**src/hw/slpc_pkg.sv**
```systemverilog
// package: latch layout, field positions and timing for the synthesizer power control
package slpc_pkg;
  localparam int WORD_W = 24;
  localparam logic [1:0] SEL_CONTROL = 2'h0;
  localparam logic [1:0] SEL_REFDIV = 2'h1;
  localparam logic [1:0] SEL_FBDIV = 2'h2;
  localparam logic [1:0] SEL_TEST = 2'h3;
  localparam int LATCH_SEL_LO_POS = 0;
  localparam int PRESCALER_LO_POS = 22;
  localparam int PWRDN_REQUEST_POS = 20;
  localparam int PWRDN_SYNC_MODE_POS = 21;
  localparam int BAND_CYCLES = 5;
  localparam int SYNC_EDGES = 2;
  localparam logic [23:0] WORD_RESET = 24'h000000;

  typedef struct packed {
    logic serialClk;
    logic serialData;
    logic loadStrobe;
  } slpc_link_s;

  typedef struct packed {
    logic poweredDown;
    logic pumpTristate;
    logic rfOutHiZ;
    logic refBufEnable;
    logic countersHeld;
    logic lockDetectClear;
    logic bandSelectActive;
  } slpc_status_s;

  typedef enum logic [1:0] {ST_OFF, ST_RUN, ST_SYNCWAIT, ST_DOWN} slpc_state_e;
endpackage

```
**src/hw/slpc_power_control.sv**
```systemverilog
// module: serial latch loading and power-down sequencing for the synthesizer
//
// Behaviour
// control select zero loads control word
// prescaler from top two control bits
// bit21 sync mode, bit20 power-down request
// async power-down at once on latch
// sync power-down on second divider edge
// enable pin low disables immediately
// power-down removes currents, outputs, ref buffer
// power-down holds dividers at load state
// power-down three-states charge pump
// power-down clears digital lock detect
// shift register keeps working in power-down
// host writes reference, control, then feedback
// first control word powers device up
// host waits settling before feedback write
// unchanged feedback word relocks after power-up
// feedback change in power-down needs resequence
// 24 bits MSB first, latched on strobe
// two low bits choose destination latch
// band select five detector cycles
`timescale 1ns/1ps
`default_nettype none
module slpc_power_control
  import slpc_pkg::*;
(
  input wire logic sys_clk, // 20 MHz system clock
  input wire logic sys_rst, // synchronous reset, high
  input wire slpc_link_s link, // serial clock, data, load strobe pins
  input wire logic chipEnable, // enable pin, low disables
  input wire logic refDivOut, // reference divider output pin
  output logic [23:0] controlWord, // main control latch
  output logic [23:0] feedbackWord, // feedback divider latch
  output logic [23:0] referenceWord, // reference divider latch
  output logic [1:0] prescalerSel, // prescaler modulus select
  output slpc_status_s status // power and loop status
);
  // two-flop synchronisers for all pins
  logic [4:0] syncA_reg, syncB_reg, prev_reg;
  always_ff @(posedge sys_clk) begin
    if (sys_rst) begin
      syncA_reg <= 5'h00;
      syncB_reg <= 5'h00;
      prev_reg <= 5'h00;
    end else begin
      syncA_reg <= {link.serialClk, link.serialData, link.loadStrobe, chipEnable, refDivOut};
      syncB_reg <= syncA_reg;
      prev_reg <= syncB_reg;
    end
  end
  wire sclkRise = syncB_reg[4] & ~prev_reg[4];
  wire sdata = syncB_reg[3];
  wire strobeRise = syncB_reg[2] & ~prev_reg[2];
  wire enPin = syncB_reg[1];
  wire refRise = syncB_reg[0] & ~prev_reg[0];

  logic [23:0] shift_reg;
  always_ff @(posedge sys_clk) begin
    if (sys_rst)
      shift_reg <= WORD_RESET;
    else if (sclkRise)
      shift_reg <= {shift_reg[22:0], sdata}; // see R17
  end

  wire [1:0] latchSel = shift_reg[LATCH_SEL_LO_POS +: 2];
  wire loadCtl = strobeRise && latchSel == SEL_CONTROL; // see R1
  wire loadFb = strobeRise && latchSel == SEL_FBDIV;
  wire loadRef = strobeRise && latchSel == SEL_REFDIV;
  wire newReq = shift_reg[PWRDN_REQUEST_POS];
  wire newSync = shift_reg[PWRDN_SYNC_MODE_POS];

  always_ff @(posedge sys_clk) begin
    if (sys_rst) begin
      controlWord <= WORD_RESET;
      feedbackWord <= WORD_RESET;
      referenceWord <= WORD_RESET;
    end else begin
      if (loadCtl)
        controlWord <= shift_reg; // see R1
      if (loadFb)
        feedbackWord <= shift_reg;
      if (loadRef)
        referenceWord <= shift_reg;
    end
  end
  assign prescalerSel = controlWord[PRESCALER_LO_POS +: 2];

  // power state
  slpc_state_e state_reg, state_next;
  logic [1:0] edgeCnt_reg;
  wire goDownAsync = loadCtl && newReq && !newSync;
  wire goSync = loadCtl && newReq && newSync;
  wire goUp = loadCtl && !newReq;
  // a fresh control word outranks a divider edge in the same cycle
  wire syncDone = state_reg == ST_SYNCWAIT && refRise && !loadCtl && edgeCnt_reg == 2'(SYNC_EDGES - 1);

  always_comb begin
    state_next = state_reg;
    case (state_reg)
      ST_OFF, ST_DOWN: begin
        if (goUp)
          state_next = ST_RUN;
        else if (goDownAsync || goSync)
          state_next = ST_DOWN;
      end
      ST_RUN: begin
        if (goDownAsync)
          state_next = ST_DOWN;
        else if (goSync)
          state_next = ST_SYNCWAIT;
      end
      ST_SYNCWAIT: begin
        if (goDownAsync)
          state_next = ST_DOWN;
        else if (goUp)
          state_next = ST_RUN;
        else if (syncDone)
          state_next = ST_DOWN;
      end
      default: state_next = ST_OFF;
    endcase
  end

  always_ff @(posedge sys_clk) begin
    if (sys_rst) begin
      state_reg <= ST_OFF;
      edgeCnt_reg <= 2'h0;
    end else begin
      state_reg <= state_next;
      if (state_reg != ST_SYNCWAIT || goSync)
        edgeCnt_reg <= 2'h0;
      else if (refRise)
        edgeCnt_reg <= edgeCnt_reg + 2'h1;
    end
  end

  wire down = !enPin || state_reg == ST_OFF || state_reg == ST_DOWN;

  // band select after power-up or feedback load; band cleared during power-down
  logic [2:0] band_reg;
  logic wasDown_reg;
  always_ff @(posedge sys_clk) begin
    if (sys_rst) begin
      band_reg <= 3'h0;
      wasDown_reg <= 1'b1;
    end else begin
      wasDown_reg <= down;
      if (down)
        band_reg <= 3'h0;
      else if (loadFb || wasDown_reg)
        band_reg <= 3'(BAND_CYCLES); // see R19
      else if (refRise && band_reg != 3'h0)
        band_reg <= band_reg - 3'h1;
    end
  end

  assign status.poweredDown = down;
  assign status.rfOutHiZ = down;
  assign status.refBufEnable = !down;
  assign status.countersHeld = down;
  assign status.pumpTristate = down;
  assign status.lockDetectClear = down;
  assign status.bandSelectActive = band_reg != 3'h0;
endmodule
`default_nettype wire

```
**config.mk**
```make
export PLATFORM = sky130hd
export DESIGN_NAME = slpc_power_control
export DESIGN_NICKNAME = d
export VERILOG_FILES = /design/src/hw/slpc_pkg.sv /design/src/hw/slpc_power_control.sv
export SDC_FILE = /design/constraint.sdc
export NUM_CORES = 1
export LEC_CHECK = 0
export BUFFER_PORTS_ARGS = -buffer_cell sky130_fd_sc_hd__buf_4
export CAP_MARGIN = 15
export CELL_PAD_IN_SITES_DETAIL_PLACEMENT = 0
export CELL_PAD_IN_SITES_GLOBAL_PLACEMENT = 1
export CORE_ASPECT_RATIO = 0.75
export CORE_MARGIN = 2
export CORE_UTILIZATION = 40
export CTS_CLUSTER_SIZE = 40
export DETAILED_ROUTE_END_ITERATION = 12
export GPL_TIMING_DRIVEN = 0
export PLACE_DENSITY_LB_ADDON = 0.15
export RECOVER_POWER = 100
export SETUP_SLACK_MARGIN = 0.4
export SKIP_CTS_REPAIR_TIMING = 1
export SKIP_LAST_GASP = 1
export SYNTH_ARGS = -nofsm -noshare
export SYNTH_HDL_FRONTEND = slang
export SYNTH_SLANG_ARGS = --single-unit
```
**constraint.sdc**
```tcl
create_clock -name sys_clk -period 3.6 [get_ports sys_clk]
set_clock_uncertainty 0.1 [all_clocks]
set_input_delay 0 -clock sys_clk [delete_from_list [all_inputs] [get_ports sys_clk]]
set_output_delay 0 -clock sys_clk [all_outputs]
set_load 0.02 [all_outputs]
```
# Word-level counts from Yosys, hierarchy flattened
# Cells that the tools add are included.
# word_totals
in_bits	7
out_inout_bits	81
reg_bits	119
# classes
bitwise	6
eq_ne	10
reduce_logical	30
mux	10
add_sub_neg	2
# op_table
op	n
2-bit two-way mux	7
1-bit logical AND	11
2-bit by 1-bit == test with 1-bit output (second input constant)	3
2-bit == test (second input constant)	3
3-bit two-way mux	2
3-bit != test (second input constant)	2
2-bit case mux with 3 select lines	1
2-bit OR reduction	3
1-bit logical NOT	5
1-bit logical OR	5
2-bit logical NOT	2
4-bit != test (second input constant)	1
1-bit AND	3
1-bit NOT	3
3-bit AND reduction	1
3-bit nonzero test	1
3-bit OR reduction	1
3-bit by 1-bit subtractor with 3-bit output (second input constant)	1
2-bit by 1-bit adder with 2-bit output (second input constant)	1
2-bit != test (second input constant)	1
2-bit nonzero test	1

# Depth between registers and ports, before layout
# Gate-level depths: netlist of the first run.
# logic_depth
word_depth	10
ltp_mapped	6

# Least setup slack after synthesis of the first run
# Ideal clock, no wire load.
# synth_path
path_kind	register to register
startpoint	reg state_reg[0]
endpoint	reg band_reg[1]
setup_slack_ps	1727
path_buffers	0
stages_incl_launch_ff	6
arrival_ps	1681
synth_period_minus_slack_ps	1873
path_cell_list	dfxtp_1 -> inv_1 -> ha_1 -> nor3b_1 -> nand2b_1 -> nor4_1
# synth_between
elab_chain_len	4
# synth_rtl
element	line	source
start, declared	slpc_power_control.sv:90	slpc_state_e state_reg, state_next;
start signal, assigned	slpc_power_control.sv:130	state_reg <= state_next;
2-bit logical NOT	slpc_power_control.sv:138	wire down = !enPin || state_reg == ST_OFF || state_reg == ST_DOWN;
1-bit logical OR	slpc_power_control.sv:138	
1-bit logical OR *	slpc_power_control.sv:138	
3-bit OR reduction (no source line) *	n/a	
end signal, assigned	slpc_power_control.sv:152	band_reg <= 3'(BAND_CYCLES);
end signal, assigned	slpc_power_control.sv:154	band_reg <= band_reg - 3'h1;
end, declared	slpc_power_control.sv:141	logic [2:0] band_reg;
# Every way passes the cells marked *; elsewhere a longest branch is shown, timed or not.
# A chain may end at the register's enable or synchronous reset.

# Final worst setup path of the first run
# layout_path
startpoint	reg shift_reg[0]
endpoint	reg state_reg[1]
# layout_between
elab_chain_len	7
# layout_rtl
element	line	source
start, declared	slpc_power_control.sv:58	logic [23:0] shift_reg;
start signal, assigned	slpc_power_control.sv:63	shift_reg <= {shift_reg[22:0], sdata};
2-bit logical NOT *	slpc_power_control.sv:67	wire loadCtl = strobeRise && latchSel == SEL_CONTROL;
1-bit logical AND *	slpc_power_control.sv:67	
1-bit logical NOT / 1-bit logical AND (equally long branches)	slpc_power_control.sv:96, slpc_power_control.sv:92, slpc_power_control.sv:93	
1-bit logical AND (on tied branches)	slpc_power_control.sv:96, slpc_power_control.sv:92, slpc_power_control.sv:93	
1-bit logical AND / 1-bit logical OR (equally long branches)	slpc_power_control.sv:96, slpc_power_control.sv:104	
4-bit != test (no source line) / 3-bit != test (equally long branches)	n/a	
3-bit AND reduction (no source line)	n/a	
# Marked as above.

==> flow_summary.json, run 1 <==
{
  "grt_max_degree": 17,
  "cts_root_buf": "clkbuf_16",
  "vias_per_cell": 4.77,
  "p_total_mw": 2.90,
  "hp-class": "in -> reg",
  "clk_pin_slew_ns": 0.05,
  "path_buf_inv": 1,
  "rows": 32,
  "ys_types": 32,
  "grt.total_usage_pct": 20.1,
  "path_max_fanout": 10,
  "clkLatencyLatePin_ns": 0.41,
  "synth_flop_cell": "dfxtp_1",
  "cts_buffer_depth": 2,
  "ys_seq_elements": 117,
  "grt_pass1_vias": 3480,
  "grtUsageMet3_pct": 5.30,
  "holdPathStages": 3,
  "seqPwrFrac_pct": 45.6,
  "cts.htree.levels": 4,
  "outcome": "finished, final reports clean",
  "fin_nets": 635,
  "crit_cells": 5,
  "die_h_um": 92.9,
  "first_iter_violations": 255,
  "syn_inst": 510,
  "pin_count": 88,
  "maxSlewHeadroom_pct": 61.0,
  "finalCritPeriodShare_pct": 68.3,
  "worst_pin_slew_ns": 0.585,
  "drt_first_pass_iters": 4,
  "cts_sinks": 117,
  "synth-edff-count": 0,
  "critical_path_arrival_ns": 2.65,
  "met1_usage_pct": 26.5,
  "p_switching_mw": 0.638,
  "coreArea_um2": 10200,
  "rr_worst_depth": 5,
  "setup_viol": 0,
  "instances_no_fill": 769,
  "drc": 0,
  "antenna_found_initial": 0,
  "start_util_pct": 41.1,
  "vias": 3665,
  "synth_warnings": 0,
  "hold_violations": 0,
  "setup_tns_ns": 0,
  "placed_cells": 732,
  "syn_avg_cell_area_um2": 8.26,
  "internal-power_mw": 2.26,
  "cp_slowest_cell": "nor4b_1",
  "maxSlewViolCount": 0,
  "p_sw_share_pct": 22.0,
  "ir_drop_mv": 0.277,
  "synthArstFlopShare_pct": 0,
  "grt_pass1_wl_um": 17300,
  "maxCapViolCount": 0,
  "wirelength_um": 10700,
  "synth_nets": 524,
  "drive_above_1_share_pct": 7.11,
  "r2r_start": "shift_reg[0]",
  "cts_tree": "done",
  "met2_usage_pct": 31.2,
  "max_freq_mhz": 406,
  "setup_slack_ns": 1.14,
  "overflow": 0,
  "busiest_layer": "met2",
  "grt_setup_unrepaired": "false",
  "power.clock.fraction_pct": 49.0,
  "yosysSeqAreaShare_pct": 55.6,
  "power.density_nw_per_um2": 548,
  "cp.required_ns": 3.79,
  "rrSetupSlack_ns": 1.14,
  "slowest_delay_ns": 0.52,
  "dieWidth_um": 122,
  "post-route-min-period_ns": 2.46,
  "numCtsBuffers": 17,
  "port_buffers": 86,
  "yosysMostFrequentCell": "nand2_1",
  "synthTopCellsByCount": "nand2_1 (183), dfxtp_1 (117), a21oi_1 (94)",
  "crit_type": "reg -> reg",
  "synth_top_area_share_pct": 55.6,
  "hold_end": "syncA_reg[0]",
  "critical_path.cell_chain": "nor4b_1 -> clkbuf_1 -> nand2_1 -> a221oi_1 -> mux2_1",
  "dieArea_um2": 11400,
  "cp-start-kind": "flip-flop",
  "ant_nets": 0,
  "insertedDiodeCount": 0,
  "areaGrowthSynthToFinish_pct": 25.7,
  "cp-end-kind": "flip-flop",
  "p_comb_share_pct": 5.4,
  "leakagePower_nw": 1.77,
  "synth.area.top_cells": "dfxtp_1 (56%), nand2_1 (16%), a21oi_1 (11%), clkbuf_1 (2.7%), nor2b_1 (2.2%)",
  "avgRoutedWirePerCell_um": 13.9,
  "synth_area_um2": 4210,
  "gp_congestion": 0.802,
  "hold_start": "refDivOut",
  "dp_hpwl_um": 7340,
  "r2r_end": "state_reg[1]",
  "place_ws_ns": 1.52,
  "cp_top_family": "simple AND/OR/NAND/NOR gates",
  "yosysTopAreaCell": "dfxtp_1",
  "timing.hold.ws_ns": 0.251
}
## through the flow
step | instance area, um2 | util [%]
after floorplan | 4210 | -
after global placement | 5030 | 49.0
after detailed placement | 5030 | 49.0
after CTS | 5520 | 53.9
after global routing | 5290 | 51.6
final | 5290 | 51.6
## power groups by stage
| stage | Clock [mW] | Sequential, mW | Combinational (mW) |
|---|---|---|---|
| 2_1_floorplan | 0 | 1.35 | 0.116 |
| 6_report | 1.42 | 1.32 | 0.157 |
| 4_1_cts | 1.46 | 1.32 | 0.160 |
| 3_5_place_dp | 0 | 1.35 | 0.159 |
| 5_1_grt | 1.52 | 1.32 | 0.177 |
| 3_3_place_gp | 0 | 1.35 | 0.154 |
## kinds of logic (layout without fill, tap and decap cells)
| logic type | after synthesis | after routing | synth area share [%] |
|---|---|---|---|
| muxes | 2 | 2 | 0.535 |
| xor gates and xnor gates | 3 | 3 | 0.624 |
| AOI/OAI and AO/OA | 101 | 101 | 12.6 |
| adders and majority gates | 7 | 7 | 2.08 |
| buffers and inverters | 53 | 176 | 5.44 |
| DFF | 117 | 117 | 55.6 |
| and+or+nand+nor | 227 | 227 | 23.1 |
## area by class of cell
class	count	area, um2
Buffer	45	198
Clock buffer	26	469
Clock inverter	5	27.5
Fill cell	1104	4960
Inverter	8	30.0
Multi-Input combinational cell	340	1630
Sequential cell	117	2340
Tap cell	136	170
Timing Repair Buffer	92	428
## worst register-to-register path, stage by stage (launching register included)
cell	delay, ns
dfxtp_1	0.37
nor4b_1	0.53
clkbuf_1	0.39
nand2_1	0.16
a221oi_1	0.44
mux2_1	0.37
## worst max path at each step
stage                     slack, ns         start               end
final                          1.14  shift_reg[0]      state_reg[1]
after global routing           0.95  shift_reg[0]      state_reg[0]
after CTS                      1.53  shift_reg[1]  feedbackWord[17]
after detailed placement       1.52  shift_reg[1]  feedbackWord[17]
after global placement         1.61  shift_reg[1]  feedbackWord[20]
after floorplan                1.73  state_reg[0]       band_reg[1]
## routing by layer
metal / part of all wire [%] / wire, um / up-vias
met3: 5.9 / 633 / 13
met4: 1.2 / 128 / 0
met2: 45 / 4800 / 105
met1: 48 / 5120 / 1689
li1: - / - / 1858
met5: 0 / 0 / -
## layout by cell type, fill, tap and decap left out, types with 2 or more instances in the layout
master | Yosys | routed
nand2_1 | 183 | 183
dfxtp_1 | 117 | 117
clkbuf_1 | 30 | 115
a21oi_1 | 94 | 94
clkbuf_16 | 0 | 17
nor2b_1 | 15 | 15
buf_4 | 7 | 12
nor2_1 | 9 | 9
inv_1 | 8 | 8
ha_1 | 7 | 7
clkbuf_4 | 0 | 7
nor3b_1 | 6 | 6
dlygate4sd3_1 | 0 | 6
clkinv_2 | 0 | 4
nand2b_1 | 3 | 3
buf_1 | 5 | 3
buf_2 | 3 | 2
mux2_1 | 2 | 2
xnor2_1 | 2 | 2
nand3_1 | 2 | 2
Note: power is estimated with default switching activity, not from simulation.
==> run 2, diff against run 1 <==
Settings changed: CORE_UTILIZATION 40 to 39.
Clock period 3.6 ns to 2.4 ns, I/O delays scaled along.
==> run 2 against run 1 <==
Clock-buffer cell count decreased by 2. Cell count down 0.13%. Flip-flop and latch count did not move. Highest routed layer unchanged. Non-clock buffer count increased by 1. Via count shrank 0.76%. Sequential share of layout area shrank 0.51 points. Clock power rose by 63%. Total power up 56%. Global-route usage barely moved. Setup slack got worse by 0.72 ns. Combinational power increased by 54%. Die area up 2.5%.
==> flow_summary.json, run 2 (synthesized netlist as in run 1, its figures left out) <==
{
  "setup_tns_ns": 0,
  "cts_sinks": 117,
  "hold_end": "syncA_reg[4]",
  "worst_pin_slew_ns": 0.612,
  "cts_tree": "done",
  "rrSetupSlack_ns": 0.42,
  "maxCapViolCount": 0,
  "numCtsBuffers": 17,
  "crit_type": "reg -> reg",
  "grt_max_degree": 17,
  "setup_slack_ns": 0.424,
  "insertedDiodeCount": 0,
  "path_max_fanout": 10,
  "cp-start-kind": "flip-flop",
  "die_h_um": 94.0,
  "ir_drop_mv": 0.560,
  "grt.total_usage_pct": 20.1,
  "post-route-min-period_ns": 1.98,
  "areaGrowthSynthToFinish_pct": 27.1,
  "holdPathStages": 3,
  "outcome": "finished, final reports clean",
  "maxSlewHeadroom_pct": 59.2,
  "max_freq_mhz": 506,
  "first_iter_violations": 188,
  "start_util_pct": 40.4,
  "coreArea_um2": 10400,
  "cp.required_ns": 2.63,
  "drc": 0,
  "grt_pass1_vias": 3494,
  "dieArea_um2": 11700,
  "pin_count": 88,
  "cts_buffer_depth": 2,
  "r2r_start": "shift_reg[1]",
  "grt_pass1_wl_um": 17700,
  "port_buffers": 86,
  "r2r_end": "feedbackWord[23]",
  "vias_per_cell": 4.74,
  "wirelength_um": 10800,
  "dp_hpwl_um": 7510,
  "clkLatencyLatePin_ns": 0.40,
  "final_common_cell": "nand2_1",
  "avgRoutedWirePerCell_um": 14.0,
  "cp-end-kind": "flip-flop",
  "place_ws_ns": 0.429,
  "maxSlewViolCount": 0,
  "power.density_nw_per_um2": 847,
  "leakagePower_nw": 1.81,
  "overflow": 0,
  "hold_violations": 0,
  "critical_path_arrival_ns": 2.20,
  "setup_viol": 0,
  "drt_first_pass_iters": 4,
  "gp_congestion": 0.796,
  "antenna_found_initial": 0,
  "clk_pin_slew_ns": 0.05,
  "final_cell_mix": "nand2_1 (183), dfxtp_1 (117), clkbuf_1 (110)",
  "cts_root_buf": "clkbuf_16",
  "vias": 3637,
  "rows": 32,
  "ant_nets": 0,
  "hp-class": "in -> reg",
  "finalCritPeriodShare_pct": 82.3,
  "rr_worst_depth": 5,
  "drive_above_1_share_pct": 7.91,
  "fin_nets": 636,
  "grt_setup_unrepaired": "true",
  "cts.htree.levels": 4,
  "hold_start": "link[2]",
  "dieWidth_um": 124
}
run 2: cell count changes in the layout (fill, tap and decap cells not counted), sizes merged:
cell | before | now
buf | 17 | 18
bufinv | 0 | 1
clkbuf | 140 | 138
clkinvlp | 1 | 0
run 2: power by group:
| part | switching [mW] | leakage, nW | internal [mW] |
|---|---|---|---|
| Combinational | 0.144 | 0.597 | 0.0973 |
| Sequential | 0.0137 | 0.945 | 1.97 |
| Clock | 0.803 | 0.272 | 1.51 |
run 2: how the worst max path moves through the flow:
| stage | endpoint | slack (ns) | startpoint | depth (start not counted) |
|---|---|---|---|---|
| final | feedbackWord[23] | 0.42 | shift_reg[1] | 5 |
| after global placement | state_reg[1] | 0.48 | shift_reg[0] | 5 |
| after global routing | feedbackWord[15] | 0.23 | shift_reg[1] | 5 |
| after floorplan | band_reg[1] | 0.53 | state_reg[0] | 5 |
| after CTS | feedbackWord[23] | 0.40 | shift_reg[1] | 5 |
| after detailed placement | feedbackWord[23] | 0.43 | shift_reg[1] | 5 |
run 2: per-stage QoR:
step,cell area (um2),power [mW],utilization [%],cells,hold slack [ns]
floorplan,4210,2.19,-,510,0.0282
global placement,5030,2.25,48.3,732,0.111
detailed placement,5030,2.26,48.3,732,0.115
CTS,5570,4.57,53.5,761,-0.302
global route,5350,4.72,51.4,768,0.249
finish,5350,4.53,51.4,768,0.256
run 2: critical path: stages (launching register included):
cell,delay [ns]
dfxtp_1,0.43
nor4bb_1,0.24
clkbuf_1,0.40
clkbuf_1,0.47
nand2_1,0.13
a21oi_1,0.14
run 2: area by class of cell:
cell class              count  area (um2)
well taps                 136         170
multi-input cells         340        1630
inverters                   8        30.0
repair buffers             93         435
plain buffers              45         200
clock inverters             5        50.0
clock buffers              24         492
fillers                  1082        5060
flip-flops and latches    117        2340
run 2: per-layer routing:
metal,share of wire [%],wire [um],up-vias,GRT usage (%)
met5,0,0,-,0
met4,1.2,129,0,6.84
met3,5.8,628,12,6.25
met2,44,4750,84,30.5
met1,49,5280,1678,27.1
li1,-,-,1863,-
==> run 3, diff against run 2 <==
Clock period 2.4 ns to 1.9 ns, I/O delays scaled along.
==> run 3 against run 2 <==
The run now ends with hold timing left. Sequential share of layout area decreased by 2.4 points. Hold slack worse by 0.27 ns. Non-clock buffer count grew 9. Sequential power is 26% higher. Clock power is 51% higher. Wire length increased by 3.7%. Register-to-register slack lost 0.36 ns. Utilization increased by 3.3 points. Clock-buffer cell count did not move. Critical path depth stayed put. Setup slack got worse by 0.36 ns. First-iteration DRC count grew 36%.
==> flow_summary.json, run 3 (synthesized netlist as in run 1, its figures left out) <==
{
  "post-route-min-period_ns": 1.84,
  "start_util_pct": 40.4,
  "drive_above_1_share_pct": 15.2,
  "path_max_fanout": 7,
  "coreArea_um2": 10400,
  "clkLatencyLatePin_ns": 0.41,
  "port_buffers": 86,
  "areaGrowthSynthToFinish_pct": 35.2,
  "cts_sinks": 117,
  "p_total_mw": 6.40,
  "first_iter_violations": 255,
  "hold_violations": 1,
  "avgRoutedWirePerCell_um": 14.3,
  "cts_tree": "done",
  "cp.required_ns": 2.09,
  "r2r_end": "state_reg[0]",
  "numCtsBuffers": 17,
  "fin_area_um2": 5690,
  "rr_worst_depth": 5,
  "crit_type": "reg -> reg",
  "maxCapViolCount": 0,
  "drt_first_pass_iters": 4,
  "instances_no_fill": 780,
  "pin_count": 88,
  "worst_pin_slew_ns": 0.594,
  "dieArea_um2": 11700,
  "outcome": "finished with violations",
  "fin_nets": 645,
  "cp-end-kind": "flip-flop",
  "maxSlewHeadroom_pct": 60.4,
  "rrSetupSlack_ns": 0.06,
  "grt_pass1_vias": 3392,
  "final_cell_mix": "nand2_1 (182), dfxtp_1 (112), a21oi_1 (93)",
  "r2r_start": "shift_reg[1]",
  "seq_area_um2": 2350,
  "cts_buffer_depth": 2,
  "grt_max_degree": 17,
  "cts_root_buf": "clkbuf_16",
  "grt_setup_unrepaired": "true",
  "gp_congestion": 0.784,
  "leakagePower_nw": 2.03,
  "placed_area_um2": 5040,
  "finalCritPeriodShare_pct": 96.8,
  "cp-startpoint": "shift_reg[1]",
  "max_freq_mhz": 544,
  "cts.htree.levels": 4,
  "rows": 32,
  "antenna_found_initial": 0,
  "cp-start-kind": "flip-flop",
  "vias_per_cell": 4.76,
  "wirelength_um": 11200,
  "die_h_um": 94.0,
  "vias": 3714,
  "grt_pass1_wl_um": 17300,
  "fill_cells": 1012,
  "dp_hpwl_um": 7450,
  "hp-class": "in -> reg",
  "critical_path_arrival_ns": 2.03,
  "ant_nets": 0,
  "setup_viol": 0,
  "hold_end": "state_reg[1]",
  "overflow": 0,
  "dieWidth_um": 124,
  "timing.hold.ws_ns": -0.00980,
  "ir_drop_mv": 0.729,
  "placed_cells": 732,
  "grt.total_usage_pct": 19.9,
  "hold_start": "sys_rst",
  "violations": "hold timing",
  "power.density_nw_per_um2": 1120,
  "drc": 0,
  "multi_input_area_um2": 1700,
  "holdPathStages": 3,
  "insertedDiodeCount": 0,
  "clk_pin_slew_ns": 0.05,
  "final_common_cell": "nand2_1",
  "maxSlewViolCount": 0,
  "setup_tns_ns": 0
}
## run 3: changes by cell type in the layout (fill, tap and decap cells not counted), sizes merged
cell	previous run	this run
bufinv	1	4
clkinv	4	3
clkbuf	138	121
buf	18	45
dlygate4sd3	6	5
clkinvlp	0	1
## run 3: critical path, cell delays in order, from the launching register on
cell	delay, ns
dfxtp_4	0.37
nor4b_4	0.36
buf_6	0.19
o21bai_4	0.07
a221oi_4	0.32
mux2_4	0.33
## run 3: how the worst max path moves through the flow
stage | endpoint | depth (start not counted) | slack (ns)
3_5_place_dp | feedbackWord[18] | 5 | -0.1
3_3_place_gp | feedbackWord[19] | 5 | -0.05
5_1_grt | state_reg[0] | 5 | -0.02
6_report | state_reg[0] | 5 | 0.06
2_1_floorplan | state_reg[0] | 5 | 0.22
4_1_cts | feedbackWord[20] | 5 | -0.18
## run 3: layout make-up
type / instances / area share, %
multi-input combinational: 340 / 29.9
clock inverter: 8 / 2.51
clock buffer: 24 / 8.99
inverter: 8 / 0.528
tap: 136 / 2.99
buffer: 45 / 4.95
timing repair buffer: 102 / 8.82
sequential: 117 / 41.3
## run 3: where the power goes
| group | leakage (nW) | total [mW] | internal [mW] | switching, mW |
|---|---|---|---|---|
| Clock | 0.322 | 3.49 | 2.40 | 1.09 |
| Sequential | 0.948 | 2.50 | 2.49 | 0.0183 |
| Combinational | 0.763 | 0.412 | 0.197 | 0.214 |
| Total | 2.03 | 6.40 | 5.08 | 1.32 |
## run 3: per-layer routing
layer	global-route usage [%]	part of all wire, %	vias to the layer above
met5	0	0	-
met4	6.84	1.2	0
met3	6.37	6.0	11
met2	30.7	44	105
met1	26.1	49	1712
li1	-	-	1886
## run 3: per-stage QoR
| stage | setup slack (ns) | utilization, % |
|---|---|---|
| 2_1_floorplan | 0.215 | - |
| 3_3_place_gp | -0.0524 | 48.4 |
| 3_5_place_dp | -0.100 | 48.4 |
| 4_1_cts | -0.185 | 54.7 |
| 5_1_grt | -0.0206 | 54.7 |
| 6_report | 0.0604 | 54.7 |
